===== src/rtl/rcac_pkg.sv =====
// Package for the real-time clock counter and alarm core
package rcac_pkg;
    // Register byte offsets on the APB slave
    localparam logic [7:0] OFF_SECONDS = 8'h00;
    localparam logic [7:0] OFF_SUBSEC = 8'h04;
    localparam logic [7:0] OFF_DAYALARM = 8'h08;
    localparam logic [7:0] OFF_INTALARM = 8'h0c;
    localparam logic [7:0] OFF_CONTROL = 8'h10;
    localparam logic [7:0] OFF_TRIM = 8'h14;
    localparam logic [7:0] OFF_OSCCTRL = 8'h18;
    // Control register field positions
    localparam int CTL_EN = 0;
    localparam int CTL_TODIE = 1;
    localparam int CTL_SSIE = 2;
    localparam int CTL_BUSY = 3;
    localparam int CTL_RDY = 4;
    localparam int CTL_RDYIE = 5;
    localparam int CTL_TODFLAG = 6;
    localparam int CTL_SSFLAG = 7;
    localparam int CTL_RDEN = 14;
    localparam int CTL_WREN = 15;
    // Widths
    localparam int SUB_W = 12;
    localparam int TOD_W = 20;
    localparam int TRIM_W = 8;
    localparam int TICK_W = 24;
    localparam int OSC_W = 8;
    // Timing
    localparam int CLK_HZ = 25000000;
    localparam int TICK_HZ = 4096;
    localparam int TICK_DIV_W = 4;
    localparam int TICK_DIV_LAST = 7; // 32768 / 4096 = 8 osc edges
    localparam int RDY_TIME_US = 120;
    localparam int RDY_CYCLES = (RDY_TIME_US * (CLK_HZ / 1000000));
    localparam int RDY_W = 12;
    localparam int TRIM_SECS = 32;
    localparam int TRIM_SEC_W = 5;
    localparam int SYNC_CYCLES = 2;
    localparam logic [31:0] ALL_ONES = 32'hffffffff;
    localparam logic [SUB_W-1:0] SUB_ONES = 12'hfff;
    // Pending write kinds waiting for the busy count to complete
    typedef enum logic [2:0] {
        WK_NONE = 3'b000,
        WK_SEC = 3'b001,
        WK_SUB = 3'b010,
        WK_TOD = 3'b011,
        WK_INT = 3'b100,
        WK_TRIM = 3'b101,
        WK_EN = 3'b110
    } rcac_wkind_t;
    // Pending write carrier
    typedef struct packed {
        rcac_wkind_t kind;
        logic [31:0] data;
    } rcac_pend_t;
endpackage : rcac_pkg


===== src/rtl/rcac_core.sv =====
// Real-time clock seconds/sub-second counters with two alarms, APB slave
// Operation
// - Seconds counter increments once per sub-second counter wrap.
// - 12-bit sub-second counter wraps all-ones to zero, steps seconds.
// - Enable cleared freezes both counters; oscillator keeps running.
// - While enabled, trim tick field increments every 32 seconds.
// - Counters run from a 32.768 kHz time base on the oscillator pin.
// - Read-window flag held high 120 us after each counter update.
// - Software may clear read-window flag; next update sets it again.
// - Unsynchronized read skips window gating; software reads twice.
// - Synchronized register write sets busy until value is transferred.
// - Busy gates counters, trim, enable; unlock gates trim, enable, osc
// - Alarm value equal seconds[19:0] sets daytime alarm flag once.
// - Daytime flag requests interrupt only with both enables set.
// - Interval counter starts at start value; wrap sets flag, reloads.
// - Interval counter advances on the untrimmed sub-second tick.
// - First interval may run up to one tick short; later ones exact.
// - Start value zero gives the longest interval.
// - One interrupt output from any enabled source.
// - Alarms wake from low-power modes when wake allow and that alarm's interrupt enable are set.
`timescale 1ns/100ps
`default_nettype none
module rcac_core (
    input wire logic clk,
    input wire logic reset_n,
    input wire logic clkEn,
    input wire logic oscInputPin,
    input wire logic irqSystemEnable,
    input wire logic clockWakeAllow,
    input wire logic psel,
    input wire logic penable,
    input wire logic pwrite,
    input wire logic [7:0] paddr,
    input wire logic [31:0] pwdata,
    output logic [31:0] prdata,
    output logic pready,
    output logic pslverr,
    output logic clockIrqLine,
    output logic wakeRequest
);
    import rcac_pkg::*;
    logic [1:0] oscSync_r;
    logic oscPrev_r, tick_r, intRun_r, todMatchPrev_r;
    logic [TICK_DIV_W-1:0] tickDiv_r;
    logic [31:0] seconds_r, intStart_r, intCount_r;
    logic [SUB_W-1:0] subsec_r;
    logic [TOD_W-1:0] dayAlarm_r;
    logic [TRIM_W-1:0] trim_r;
    logic [TICK_W-1:0] trimTick_r;
    logic [TRIM_SEC_W-1:0] trimSec_r;
    logic [OSC_W-1:0] oscCtrl_r;
    logic enable_r, todIe_r, ssIe_r, rdyIe_r, rdEn_r, wrEn_r;
    logic todFlag_r, ssFlag_r, rdy_r;
    logic [RDY_W-1:0] rdyCnt_r;
    rcac_pend_t pend_r;
    logic [1:0] busyCnt_r;
    logic busy, access, wrAcc, secWrap, todMatch, intWrap, ctlWrite;
    // Decoder shared by read mux and write path
    function automatic logic isAddr(input logic [7:0] a, input logic [7:0] o);
        isAddr = (a == o);
    endfunction : isAddr
    assign access = psel && penable && clkEn;
    assign wrAcc = access && pwrite;
    assign busy = (pend_r.kind != WK_NONE);
    assign ctlWrite = wrAcc && isAddr(paddr, OFF_CONTROL);
    // Oscillator pin synchroniser; stage 0 feeds only stage 1
    always_ff @(posedge clk or negedge reset_n) begin
        if (!reset_n) begin
            oscSync_r <= 2'b00;
            oscPrev_r <= 1'b0;
        end else if (clkEn) begin
            oscSync_r <= {oscSync_r[0], oscInputPin};
            oscPrev_r <= oscSync_r[1];
        end
    end

    // Divide 32.768 kHz edges by 8 to a 4096 Hz tick; trim is stored only
    always_ff @(posedge clk or negedge reset_n) begin
        if (!reset_n) begin
            tickDiv_r <= '0;
            tick_r <= 1'b0;
        end else if (clkEn) begin
            tick_r <= 1'b0;
            if (oscSync_r[1] && !oscPrev_r) begin
                if (tickDiv_r == TICK_DIV_W'(TICK_DIV_LAST)) begin
                    tickDiv_r <= '0;
                    tick_r <= 1'b1;
                end else begin
                    tickDiv_r <= tickDiv_r + 1'b1;
                end
            end
        end
    end
    assign secWrap = tick_r && enable_r && (subsec_r == SUB_ONES);
    // Pending synchronized write: busy until busyCnt_r reaches SYNC_CYCLES
    always_ff @(posedge clk or negedge reset_n) begin
        if (!reset_n) begin
            pend_r <= '0;
            busyCnt_r <= '0;
        end else if (clkEn) begin
            if (!busy && wrAcc) begin
                if (isAddr(paddr, OFF_SECONDS)) begin
                    pend_r <= '{WK_SEC, pwdata};
                end else if (isAddr(paddr, OFF_SUBSEC)) begin
                    pend_r <= '{WK_SUB, pwdata};
                end else if (isAddr(paddr, OFF_DAYALARM)
                             && (!todIe_r || !enable_r)) begin
                    pend_r <= '{WK_TOD, pwdata};
                end else if (isAddr(paddr, OFF_INTALARM)
                             && (!ssIe_r || !enable_r)) begin
                    pend_r <= '{WK_INT, pwdata};
                end else if (isAddr(paddr, OFF_TRIM) && wrEn_r) begin
                    pend_r <= '{WK_TRIM, pwdata};
                end else if (ctlWrite && wrEn_r) begin
                    pend_r <= '{WK_EN, pwdata};
                end
                busyCnt_r <= '0;
            end else if (busy) begin
                // Transfer after a short domain-crossing delay
                if (busyCnt_r == 2'(SYNC_CYCLES)) begin
                    pend_r.kind <= WK_NONE;
                end else begin
                    busyCnt_r <= busyCnt_r + 1'b1;
                end
            end
        end
    end

    // Counter and alarm value storage, written when pending completes
    always_ff @(posedge clk or negedge reset_n) begin
        if (!reset_n) begin
            seconds_r <= '0;
            subsec_r <= '0;
            dayAlarm_r <= '0;
            intStart_r <= '0;
            trim_r <= '0;
            enable_r <= 1'b0;
        end else if (clkEn) begin
            if (tick_r && enable_r) begin
                subsec_r <= subsec_r + 1'b1;
                if (secWrap) begin
                    seconds_r <= seconds_r + 1'b1;
                end
            end
            if (busy && busyCnt_r == 2'(SYNC_CYCLES)) begin
                case (pend_r.kind)
                    WK_SEC: seconds_r <= pend_r.data;
                    WK_SUB: subsec_r <= pend_r.data[SUB_W-1:0];
                    WK_TOD: dayAlarm_r <= pend_r.data[TOD_W-1:0];
                    WK_INT: intStart_r <= pend_r.data;
                    WK_TRIM: trim_r <= pend_r.data[TRIM_W-1:0];
                    WK_EN: enable_r <= pend_r.data[CTL_EN];
                    default: ;
                endcase
            end
        end
    end

    // Control bits without unlock: take effect at once when not busy
    always_ff @(posedge clk or negedge reset_n) begin
        if (!reset_n) begin
            todIe_r <= 1'b0;
            ssIe_r <= 1'b0;
            rdyIe_r <= 1'b0;
            rdEn_r <= 1'b0;
            wrEn_r <= 1'b0;
            oscCtrl_r <= '0;
        end else if (clkEn) begin
            if (ctlWrite && !busy) begin
                todIe_r <= pwdata[CTL_TODIE];
                ssIe_r <= pwdata[CTL_SSIE];
                rdyIe_r <= pwdata[CTL_RDYIE];
                rdEn_r <= pwdata[CTL_RDEN];
                wrEn_r <= pwdata[CTL_WREN];
            end
            // Oscillator control skips busy, needs only unlock
            if (wrAcc && isAddr(paddr, OFF_OSCCTRL) && wrEn_r) begin
                oscCtrl_r <= pwdata[OSC_W-1:0];
            end
        end
    end

    // Trim tick field steps every 32 seconds while enabled
    always_ff @(posedge clk or negedge reset_n) begin
        if (!reset_n) begin
            trimSec_r <= '0;
            trimTick_r <= '0;
        end else if (clkEn && secWrap) begin
            trimSec_r <= trimSec_r + 1'b1;
            if (trimSec_r == TRIM_SEC_W'(TRIM_SECS - 1)) begin
                trimTick_r <= trimTick_r + 1'b1;
            end
        end
    end

    // Read window: counter update opens a 120 us valid slot
    always_ff @(posedge clk or negedge reset_n) begin
        if (!reset_n) begin
            rdy_r <= 1'b0;
            rdyCnt_r <= '0;
        end else if (clkEn) begin
            if (tick_r && enable_r) begin
                rdy_r <= 1'b1;
                rdyCnt_r <= RDY_W'(RDY_CYCLES - 1);
            end else if (ctlWrite && !busy && !pwdata[CTL_RDY]) begin
                rdy_r <= 1'b0;
            end else if (rdyCnt_r != '0) begin
                rdyCnt_r <= rdyCnt_r - 1'b1;
            end else begin
                rdy_r <= 1'b0;
            end
        end
    end
    assign todMatch = (dayAlarm_r == seconds_r[TOD_W-1:0]);
    assign intWrap = intRun_r && tick_r && enable_r
                     && (intCount_r == ALL_ONES);
    // Interval alarm counter on untrimmed tick with auto reload
    always_ff @(posedge clk or negedge reset_n) begin
        if (!reset_n) begin
            intCount_r <= '0;
            intRun_r <= 1'b0;
        end else if (clkEn) begin
            intRun_r <= ssIe_r;
            if (!intRun_r) begin
                intCount_r <= intStart_r;
            end else if (intWrap) begin
                intCount_r <= intStart_r;
            end else if (tick_r && enable_r) begin
                intCount_r <= intCount_r + 1'b1;
            end
        end
    end
    // Alarm flags; hardware set wins over a software clear
    always_ff @(posedge clk or negedge reset_n) begin
        if (!reset_n) begin
            todFlag_r <= 1'b0;
            ssFlag_r <= 1'b0;
            todMatchPrev_r <= 1'b0;
        end else if (clkEn) begin
            todMatchPrev_r <= todMatch;
            if (todMatch && !todMatchPrev_r && enable_r) begin
                todFlag_r <= 1'b1;
            end else if (ctlWrite && !busy) begin
                todFlag_r <= pwdata[CTL_TODFLAG];
            end
            if (intWrap) begin
                ssFlag_r <= 1'b1;
            end else if (ctlWrite && !busy) begin
                ssFlag_r <= pwdata[CTL_SSFLAG];
            end
        end
    end

    // Registered interrupt and wake outputs
    always_ff @(posedge clk or negedge reset_n) begin
        if (!reset_n) begin
            clockIrqLine <= 1'b0;
            wakeRequest <= 1'b0;
        end else if (clkEn) begin
            clockIrqLine <= irqSystemEnable
                && ((todFlag_r && todIe_r) || (ssFlag_r && ssIe_r)
                    || (rdy_r && rdyIe_r));
            wakeRequest <= clockWakeAllow
                && ((todFlag_r && todIe_r)
                    || (ssFlag_r && ssIe_r));
        end
    end

    // APB answer: zero wait, counters gated by window unless bypassed
    always_ff @(posedge clk or negedge reset_n) begin
        if (!reset_n) begin
            prdata <= '0;
            pready <= 1'b0;
            pslverr <= 1'b0;
        end else if (clkEn) begin
            pready <= psel && !penable;
            pslverr <= 1'b0;
            if (psel && !penable && !pwrite) begin
                if (isAddr(paddr, OFF_SECONDS)) begin
                    prdata <= (rdy_r || rdEn_r) ? seconds_r : '0;
                end else if (isAddr(paddr, OFF_SUBSEC)) begin
                    prdata <= (rdy_r || rdEn_r)
                        ? {20'h00000, subsec_r} : '0;
                end else if (isAddr(paddr, OFF_DAYALARM)) begin
                    prdata <= {12'h000, dayAlarm_r};
                end else if (isAddr(paddr, OFF_INTALARM)) begin
                    prdata <= intStart_r;
                end else if (isAddr(paddr, OFF_CONTROL)) begin
                    prdata <= {16'h0000, wrEn_r, rdEn_r, 6'h00,
                        ssFlag_r, todFlag_r, rdyIe_r, rdy_r, busy,
                        ssIe_r, todIe_r, enable_r};
                end else if (isAddr(paddr, OFF_TRIM)) begin
                    prdata <= {trimTick_r, trim_r};
                end else if (isAddr(paddr, OFF_OSCCTRL)) begin
                    prdata <= {24'h000000, oscCtrl_r};
                end else begin
                    prdata <= '0;
                end
            end
        end
    end

    // Assertions
    property p_wrap_steps_seconds;
        @(posedge clk) disable iff (!reset_n)
        (clkEn && secWrap && !busy) |=> (seconds_r == $past(seconds_r) + 1);
    endproperty
    a_wrap_steps_seconds: assert property (p_wrap_steps_seconds)
        else $error("seconds did not step on wrap");
    property p_frozen_when_off;
        @(posedge clk) disable iff (!reset_n)
        (clkEn && !enable_r && !busy) |=> $stable(subsec_r);
    endproperty
    a_frozen_when_off: assert property (p_frozen_when_off)
        else $error("sub-second counter moved while disabled");
    property p_rdy_rise;
        @(posedge clk) disable iff (!reset_n)
        (clkEn && tick_r && enable_r) |=> rdy_r;
    endproperty
    a_rdy_rise: assert property (p_rdy_rise)
        else $error("read window not opened after update");
    property p_rdy_holds;
        @(posedge clk) disable iff (!reset_n)
        (clkEn && $rose(rdy_r) && rdyCnt_r > 2) |=> rdy_r || !clkEn
            || ctlWrite;
    endproperty
    a_rdy_holds: assert property (p_rdy_holds)
        else $error("read window closed early");
    property p_busy_on_write;
        @(posedge clk) disable iff (!reset_n)
        (clkEn && !busy && wrAcc && isAddr(paddr, OFF_SECONDS)) |=> busy;
    endproperty
    a_busy_on_write: assert property (p_busy_on_write)
        else $error("busy not raised by counter write");
    property p_busy_ends;
        @(posedge clk) disable iff (!reset_n)
        (clkEn && $rose(busy)) |-> ##[1:8] !busy || !clkEn;
    endproperty
    a_busy_ends: assert property (p_busy_ends)
        else $error("busy stuck high");
    property p_osc_locked;
        @(posedge clk) disable iff (!reset_n)
        (!wrEn_r) |=> $stable(oscCtrl_r);
    endproperty
    a_osc_locked: assert property (p_osc_locked)
        else $error("locked oscillator control changed");
    property p_tod_sets;
        @(posedge clk) disable iff (!reset_n)
        (clkEn && todMatch && !todMatchPrev_r && enable_r) |=> todFlag_r;
    endproperty
    a_tod_sets: assert property (p_tod_sets)
        else $error("daytime alarm flag not set on match");
    property p_int_reload;
        @(posedge clk) disable iff (!reset_n)
        (clkEn && intWrap) |=> (ssFlag_r && intCount_r == $past(intStart_r));
    endproperty
    a_int_reload: assert property (p_int_reload)
        else $error("interval alarm did not flag and reload");
    property p_irq_needs_enable;
        @(posedge clk) disable iff (!reset_n)
        (clkEn && !irqSystemEnable) |=> !clockIrqLine;
    endproperty
    a_irq_needs_enable: assert property (p_irq_needs_enable)
        else $error("interrupt raised without system enable");
endmodule : rcac_core
`default_nettype wire


===== config.mk =====
export PLATFORM = sky130hd
export DESIGN_NAME = rcac_core
export DESIGN_NICKNAME = d
export VERILOG_FILES = /design/src/rtl/rcac_pkg.sv /design/src/rtl/rcac_core.sv
export SDC_FILE = /design/constraint.sdc
export NUM_CORES = 1
export LEC_CHECK = 0
export BUFFER_PORTS_ARGS = -buffer_cell sky130_fd_sc_hd__buf_2
export CORE_MARGIN = 2
export CORE_UTILIZATION = 45
export DETAILED_ROUTE_END_ITERATION = 8
export SYNTH_ARGS = -nofsm -noshare
export SYNTH_HDL_FRONTEND = slang
export SYNTH_SLANG_ARGS = --single-unit
export TNS_END_PERCENT = 100

===== constraint.sdc =====
create_clock -name clk -period 5.2 [get_ports clk]
set_input_delay 0.52 -clock clk [delete_from_list [all_inputs] [get_ports clk]]
set_output_delay 0.52 -clock clk [all_outputs]
set_load 0.01 [all_outputs]

# Yosys cells after proc, flatten, opt, wreduce, memory -nomap -nowiden
# Cells that the tools add are included.
dict set report totals {
  ff_bits 276
  elab_cells 177
}
dict set report op_classes {
  n_addsub 8
  eq_ne 23
  n_mux 44
  reduce_logical 70
}
# operator n
set op_table {}
lappend op_table {{$mux 32} 14}
lappend op_table {{$mux 35} 6}
lappend op_table {{$mux 12} 7}
lappend op_table {{$add 32x1->32 const B} 2}
lappend op_table {{$eq 32x32->1 const B} 1}
lappend op_table {{$logic_and 1x1->1} 30}
lappend op_table {{$add 24x1->24 const B} 1}
lappend op_table {{$eq 8x5->1 const B} 3}
lappend op_table {{$reduce_and 3->1} 7}
lappend op_table {{$eq 20x20->1} 1}
lappend op_table {{$reduce_and 2->1} 9}
lappend op_table {{$eq 8x4->1 const B} 2}
lappend op_table {{$add 12x1->12 const B} 1}
lappend op_table {{$eq 12x12->1 const B} 1}
lappend op_table {{$reduce_bool 12->1} 1}
lappend op_table {{$sub 12x1->12 const B} 1}
lappend op_table {{$reduce_bool 2->1} 5}
lappend op_table {{$eq 3x3->1 const B} 3}
lappend op_table {{$logic_not 1->1} 9}
lappend op_table {{$mux 1} 9}
lappend op_table {{$mux 3} 3}
lappend op_table {{$eq 8x3->1 const B} 1}
lappend op_table {{$logic_not 8->1} 1}
lappend op_table {{$mux 8} 1}
lappend op_table {{other kinds (18)} 26}

# Depth between registers and ports, before layout
dict set report logic_depth {
  word_depth 12
  depth_mapped 9
  mapped_depth_nobuf 7
}

# Least setup slack after synthesis
# OpenSTA, ideal clock, no wires.
dict set report synth_path {
  path_type {input port to flip-flop}
  startpoint {input port paddr[4]}
  endpoint {register pend_r[0] in the netlist's numbering}
  setup_time_ps 125
  arrival_time_ps 2153
  path_slack_ps 2923
  stages 8
  path_buffers 3
  path_cell_list {clkbuf_1 > nor4b_4 > and2_0 > buf_2 > a22o_1 > o21bai_1 > buf_2 > mux2_2}
}
dict set report synth_between {
  elab_chain_cells 7
}
# item line
set synth_lines {}
lappend synth_lines {{start: declaration} rcac_core.sv:33} ;# input wire logic [7:0] paddr,
lappend synth_lines {{$eq 8x5->1} rcac_core.sv:60} ;# isAddr = (a == o);
lappend synth_lines {{$logic_and 1x1->1} rcac_core.sv:112} ;# end else if (isAddr(paddr, OFF_TRIM) && wrEn_r) begin
lappend synth_lines {{$mux 35} rcac_core.sv:112}
lappend synth_lines {{$mux 35} rcac_core.sv:109} ;# end else if (isAddr(paddr, OFF_INTALARM)
lappend synth_lines {{$mux 35} rcac_core.sv:106} ;# end else if (isAddr(paddr, OFF_DAYALARM)
lappend synth_lines {{$mux 35} rcac_core.sv:104} ;# end else if (isAddr(paddr, OFF_SUBSEC)) begin
lappend synth_lines {{$mux 35} rcac_core.sv:102} ;# if (isAddr(paddr, OFF_SECONDS)) begin
lappend synth_lines {{end signal: assignment} rcac_core.sv:103} ;# pend_r <= '{WK_SEC, pwdata};
lappend synth_lines {{end signal: assignment} rcac_core.sv:105} ;# pend_r <= '{WK_SUB, pwdata};
lappend synth_lines {{end signal: assignment} rcac_core.sv:108} ;# pend_r <= '{WK_TOD, pwdata};
lappend synth_lines {{end: declaration} rcac_core.sv:55} ;# rcac_pend_t pend_r;
# Several ways; a longest one is shown, not always the timed one.
# A chain may end at the register's enable or synchronous reset.

# Final worst setup path
dict set report layout_path {
  startpoint {input port paddr[4]}
  endpoint {register pend_r[31] in the netlist's numbering}
}
# The elaborated chain is that of the path after synthesis.

==> results.md <==
* Ports at 85
* Max-cap viol count at 0
* Reg2reg start: subsec_r[1]$_DFFE_PN0P_
* Leakage at 0.00727 uW
* Antenna violations before repair at 0
* Mux share of post-synthesis cell area at 0.110
* Post-synthesis compound-gate area fraction at 0.159
* Diode count at 0
* Crit-path max FO at 32
* Async SR Flop Fraction at 1.00
* XOR/XNOR Fraction of Synth Area at 0.0284
* Synth Area per Inst at 10.1 sq um
* Switching share of total power at 0.250
* Main combinational cell family by area after synthesis: simple AND/OR/NAND/NOR gates
* Clock-pin slew on the worst setup and hold paths at 0.06 ns
* Comb pwr share at 0.076
* DPL Wire Length at 30700 um
* Later-pin clock latency in the skew report at 0.56 ns
* Final Cycle Share at 0.601
* Clock network power share at 0.455
* Final wirelength at 44300 um
* Post-synth top flop: dfrtp_1
* Max-slew violations at 0
* First-pass GRT wire length at 69300 um
* Residual DRC at 0
* Sink Count at 276
* Startpoint types: primary input
* Distinct cell type count after synthesis at 87
* Pint at 3790 uW
* Post-cts sizing count at 0
* Hold WS at -0.00660 ns
* Tmin final at 3.13 ns
* CORE AREA at 32500 sq um
* CTS Hold Bufs at 0
* NumNets Final at 1559
* Vias at 12267
* Post-Synth Adder-Cell Area at 0.00844
* Number of synthesized register bits at 276
* Seq pwr share at 0.469
* Via-per-instance ratio at 6.24
* Register-to-register setup slack at 2.12 ns
* Share of layout cells above drive strength 1 at 0.199
* First drt pass iteration count at 9
* Synth Area in Simple Gates at 0.189
* Hold crit path type: primary input to async pin
* Most frequent cells in the layout: dfrtp_1 (276), nand2_1 (134), mux2_2 (114), nor2_1 (90), buf_2 (81)
* Root Buffer: clkbuf_16
* Reg-to-reg endpoint: trimTick_r[23]$_DFFE_PN0P_
* Worst slew pin tran at 1.17 ns
* Post-Syn Area at 14800 sq um
* Pin count of the biggest net entering global routing at 128
* Mapped Cells at 1473
* CTS Buf Count at 31
* CTS tree: yes
* Chip width at 186 um
* Failing checks: hold timing
* Synthesis-to-layout area growth at 11.9%
* Synth top area cells: dfrtp_1 (47%), mux2_2 (8.7%), nand2_1 (3.4%)
* R2R depth at 6
* Critical Path Sink Type: register
* Top cell type's share of synthesized area at 0.466
* NetSw at 1260 uW
* Final Instance Area at 16600 sq um
* Total GRT Usage at 0.261
* Number of synthesized flops with an enable pin at 0
* Required @ worst endpoint at 5.64 ns
* Setup CP Type: primary input to register
* P per Cell Area at 304 nW/um^2
* Max Freq at 320 MHz
* Wire length per cell at 22.5 um
* Vias in the first global route at 11702
* Routability cong. at 0.885
* Final TNS setup at 0 ns
* H-tree Lvls at 1
* Biggest area consumer among synthesized cells: dfrtp_1
* Net count after synthesis at 1532
* Worst vdd ir at 0.000274 V
* Row cnt at 66
* Bufs on Longest Clock Path at 3
* Tot Pwr at 5050 uW
* Yosys warns at 0
* WP data arrival at 3.57 ns
* Final setup violation count at 0
* First DRT Iteration DRCs at 1297
* Detail Route Antenna Nets at 0
* Seq/Total Area, Yosys at 0.466
* Fin Clk Skew at 0.00946 ns
* Most common cell after layout, fill and taps aside: dfrtp_1
* RSZ-0062 raised after global routing: no
* Die Area at 34400 sq um
* Max-slew headroom at 0.217
* Status: finished with violations
* Area after DPL at 15500 sq um
* Total setup buffers inserted after CTS at 0
* Initial core utilization at 0.457
* Total gr overflow at 0
* Port Buffer Count at 83
* Fin. Hold Viols at 2
* Chip height at 186 um
-- routing by layer --
metal	routed length, um	GRT usage	up-vias
met5	0	0	-
met3	2770	0.0297	61
li1	-	-	5606
met4	1040	0.0622	0
met1	20800	0.396	6182
met2	19700	0.400	418
-- cell type report --
| type | count | area, sq um |
|---|---|---|
| flip-flops and latches | 276 | 6910 |
| multi-input cells | 1065 | 7400 |
| inverters | 26 | 97.6 |
| fillers | 2954 | 15900 |
| repair buffers | 100 | 568 |
| well taps | 442 | 553 |
| clock buffers | 47 | 906 |
| clock inverters | 10 | 154 |
-- registers in the layout, summed over array words and instances (netlist names), 2 cells and up --
register	cells
busyCnt_r	2
dayAlarm_r	20
intCount_r	32
intStart_r	32
oscCtrl_r	8
oscSync_r	2
pend_r	35
prdata	32
rdyCnt_r	12
seconds_r	32
subsec_r	12
tickDiv_r	4
trimSec_r	5
trimTick_r	24
trim_r	8
-- per-stage QoR --
| step | instances | utilization | hold slack (ns) | worst slack, ns |
|---|---|---|---|---|
| after global routing | 1966 | 0.511 | 0.0552 | 1.89 |
| after floorplan | 1473 | - | 0.224 | 2.92 |
| after CTS | 1966 | 0.511 | 0.0337 | 2.12 |
| final | 1966 | 0.511 | -0.00660 | 2.07 |
| after detailed placement | 1909 | 0.478 | 0.464 | 1.54 |
| after global placement | 1909 | 0.478 | 0.456 | 1.59 |
-- Yosys cell counts, drive strengths merged (7+ instances only) --
cell	count
a211oi	11
a21oi	63
a221oi	16
a222oi	16
a22oi	8
a2bb2oi	19
a311oi	11
a31oi	12
a32o	8
and2	8
and3	33
and4	21
buf	32
clkbuf	74
dfrtp	276
ha	10
inv	25
mux2	114
mux2i	35
nand2	134
nand2b	13
nand3	73
nand3b	7
nand4	37
nor2	91
nor3	43
nor4	19
o211ai	10
o21ai	73
o221ai	11
o22ai	16
o31ai	9
or3	11
or4	13
xnor2	32
xor2	16
-- cell families (layout without fill, tap and decap cells) --
kind of cell | after synthesis | in the layout
AOI/OAI and AO/OA | 334 | 334
xor gates and xnor gates | 48 | 48
adders and majority gates | 10 | 10
buffers and inverters | 132 | 183
DFF | 276 | 276
muxes | 149 | 149
other | 1 | 1
and+or+nand+nor | 523 | 523
-- critical path, stage by stage --
cell and delay (ns):
buf_2 0.19, nor4_4 0.85, and3_1 0.86, a22o_1 0.34, o21bai_4 0.38, mux2_2 0.41
-- worst max-delay path by stage --
| stage | end | slack [ns] | start | cells after the start |
|---|---|---|---|---|
| 6_report | pend_r[31]$_DFFE_PN0P_ | 2.07 | paddr[4] | 6 |
| 4_1_cts | pend_r[31]$_DFFE_PN0P_ | 2.12 | paddr[4] | 6 |
| 3_3_place_gp | pend_r[27]$_DFFE_PN0P_ | 1.59 | paddr[4] | 6 |
| 3_5_place_dp | pend_r[31]$_DFFE_PN0P_ | 1.54 | paddr[4] | 6 |
| 2_1_floorplan | pend_r[0]$_DFFE_PN0P_ | 2.92 | paddr[4] | 8 |
| 5_1_grt | pend_r[18]$_DFFE_PN0P_ | 1.89 | paddr[4] | 6 |
-- power by group through the flow --
stage	Sequential, uW	Clock, uW	Combinational, uW
floorplan	2360	0	249
global placement	2400	0	378
detailed placement	2400	0	387
CTS	2360	2330	387
global route	2380	2420	439
finish	2370	2290	384
Power figures use the tool's default switching activity.
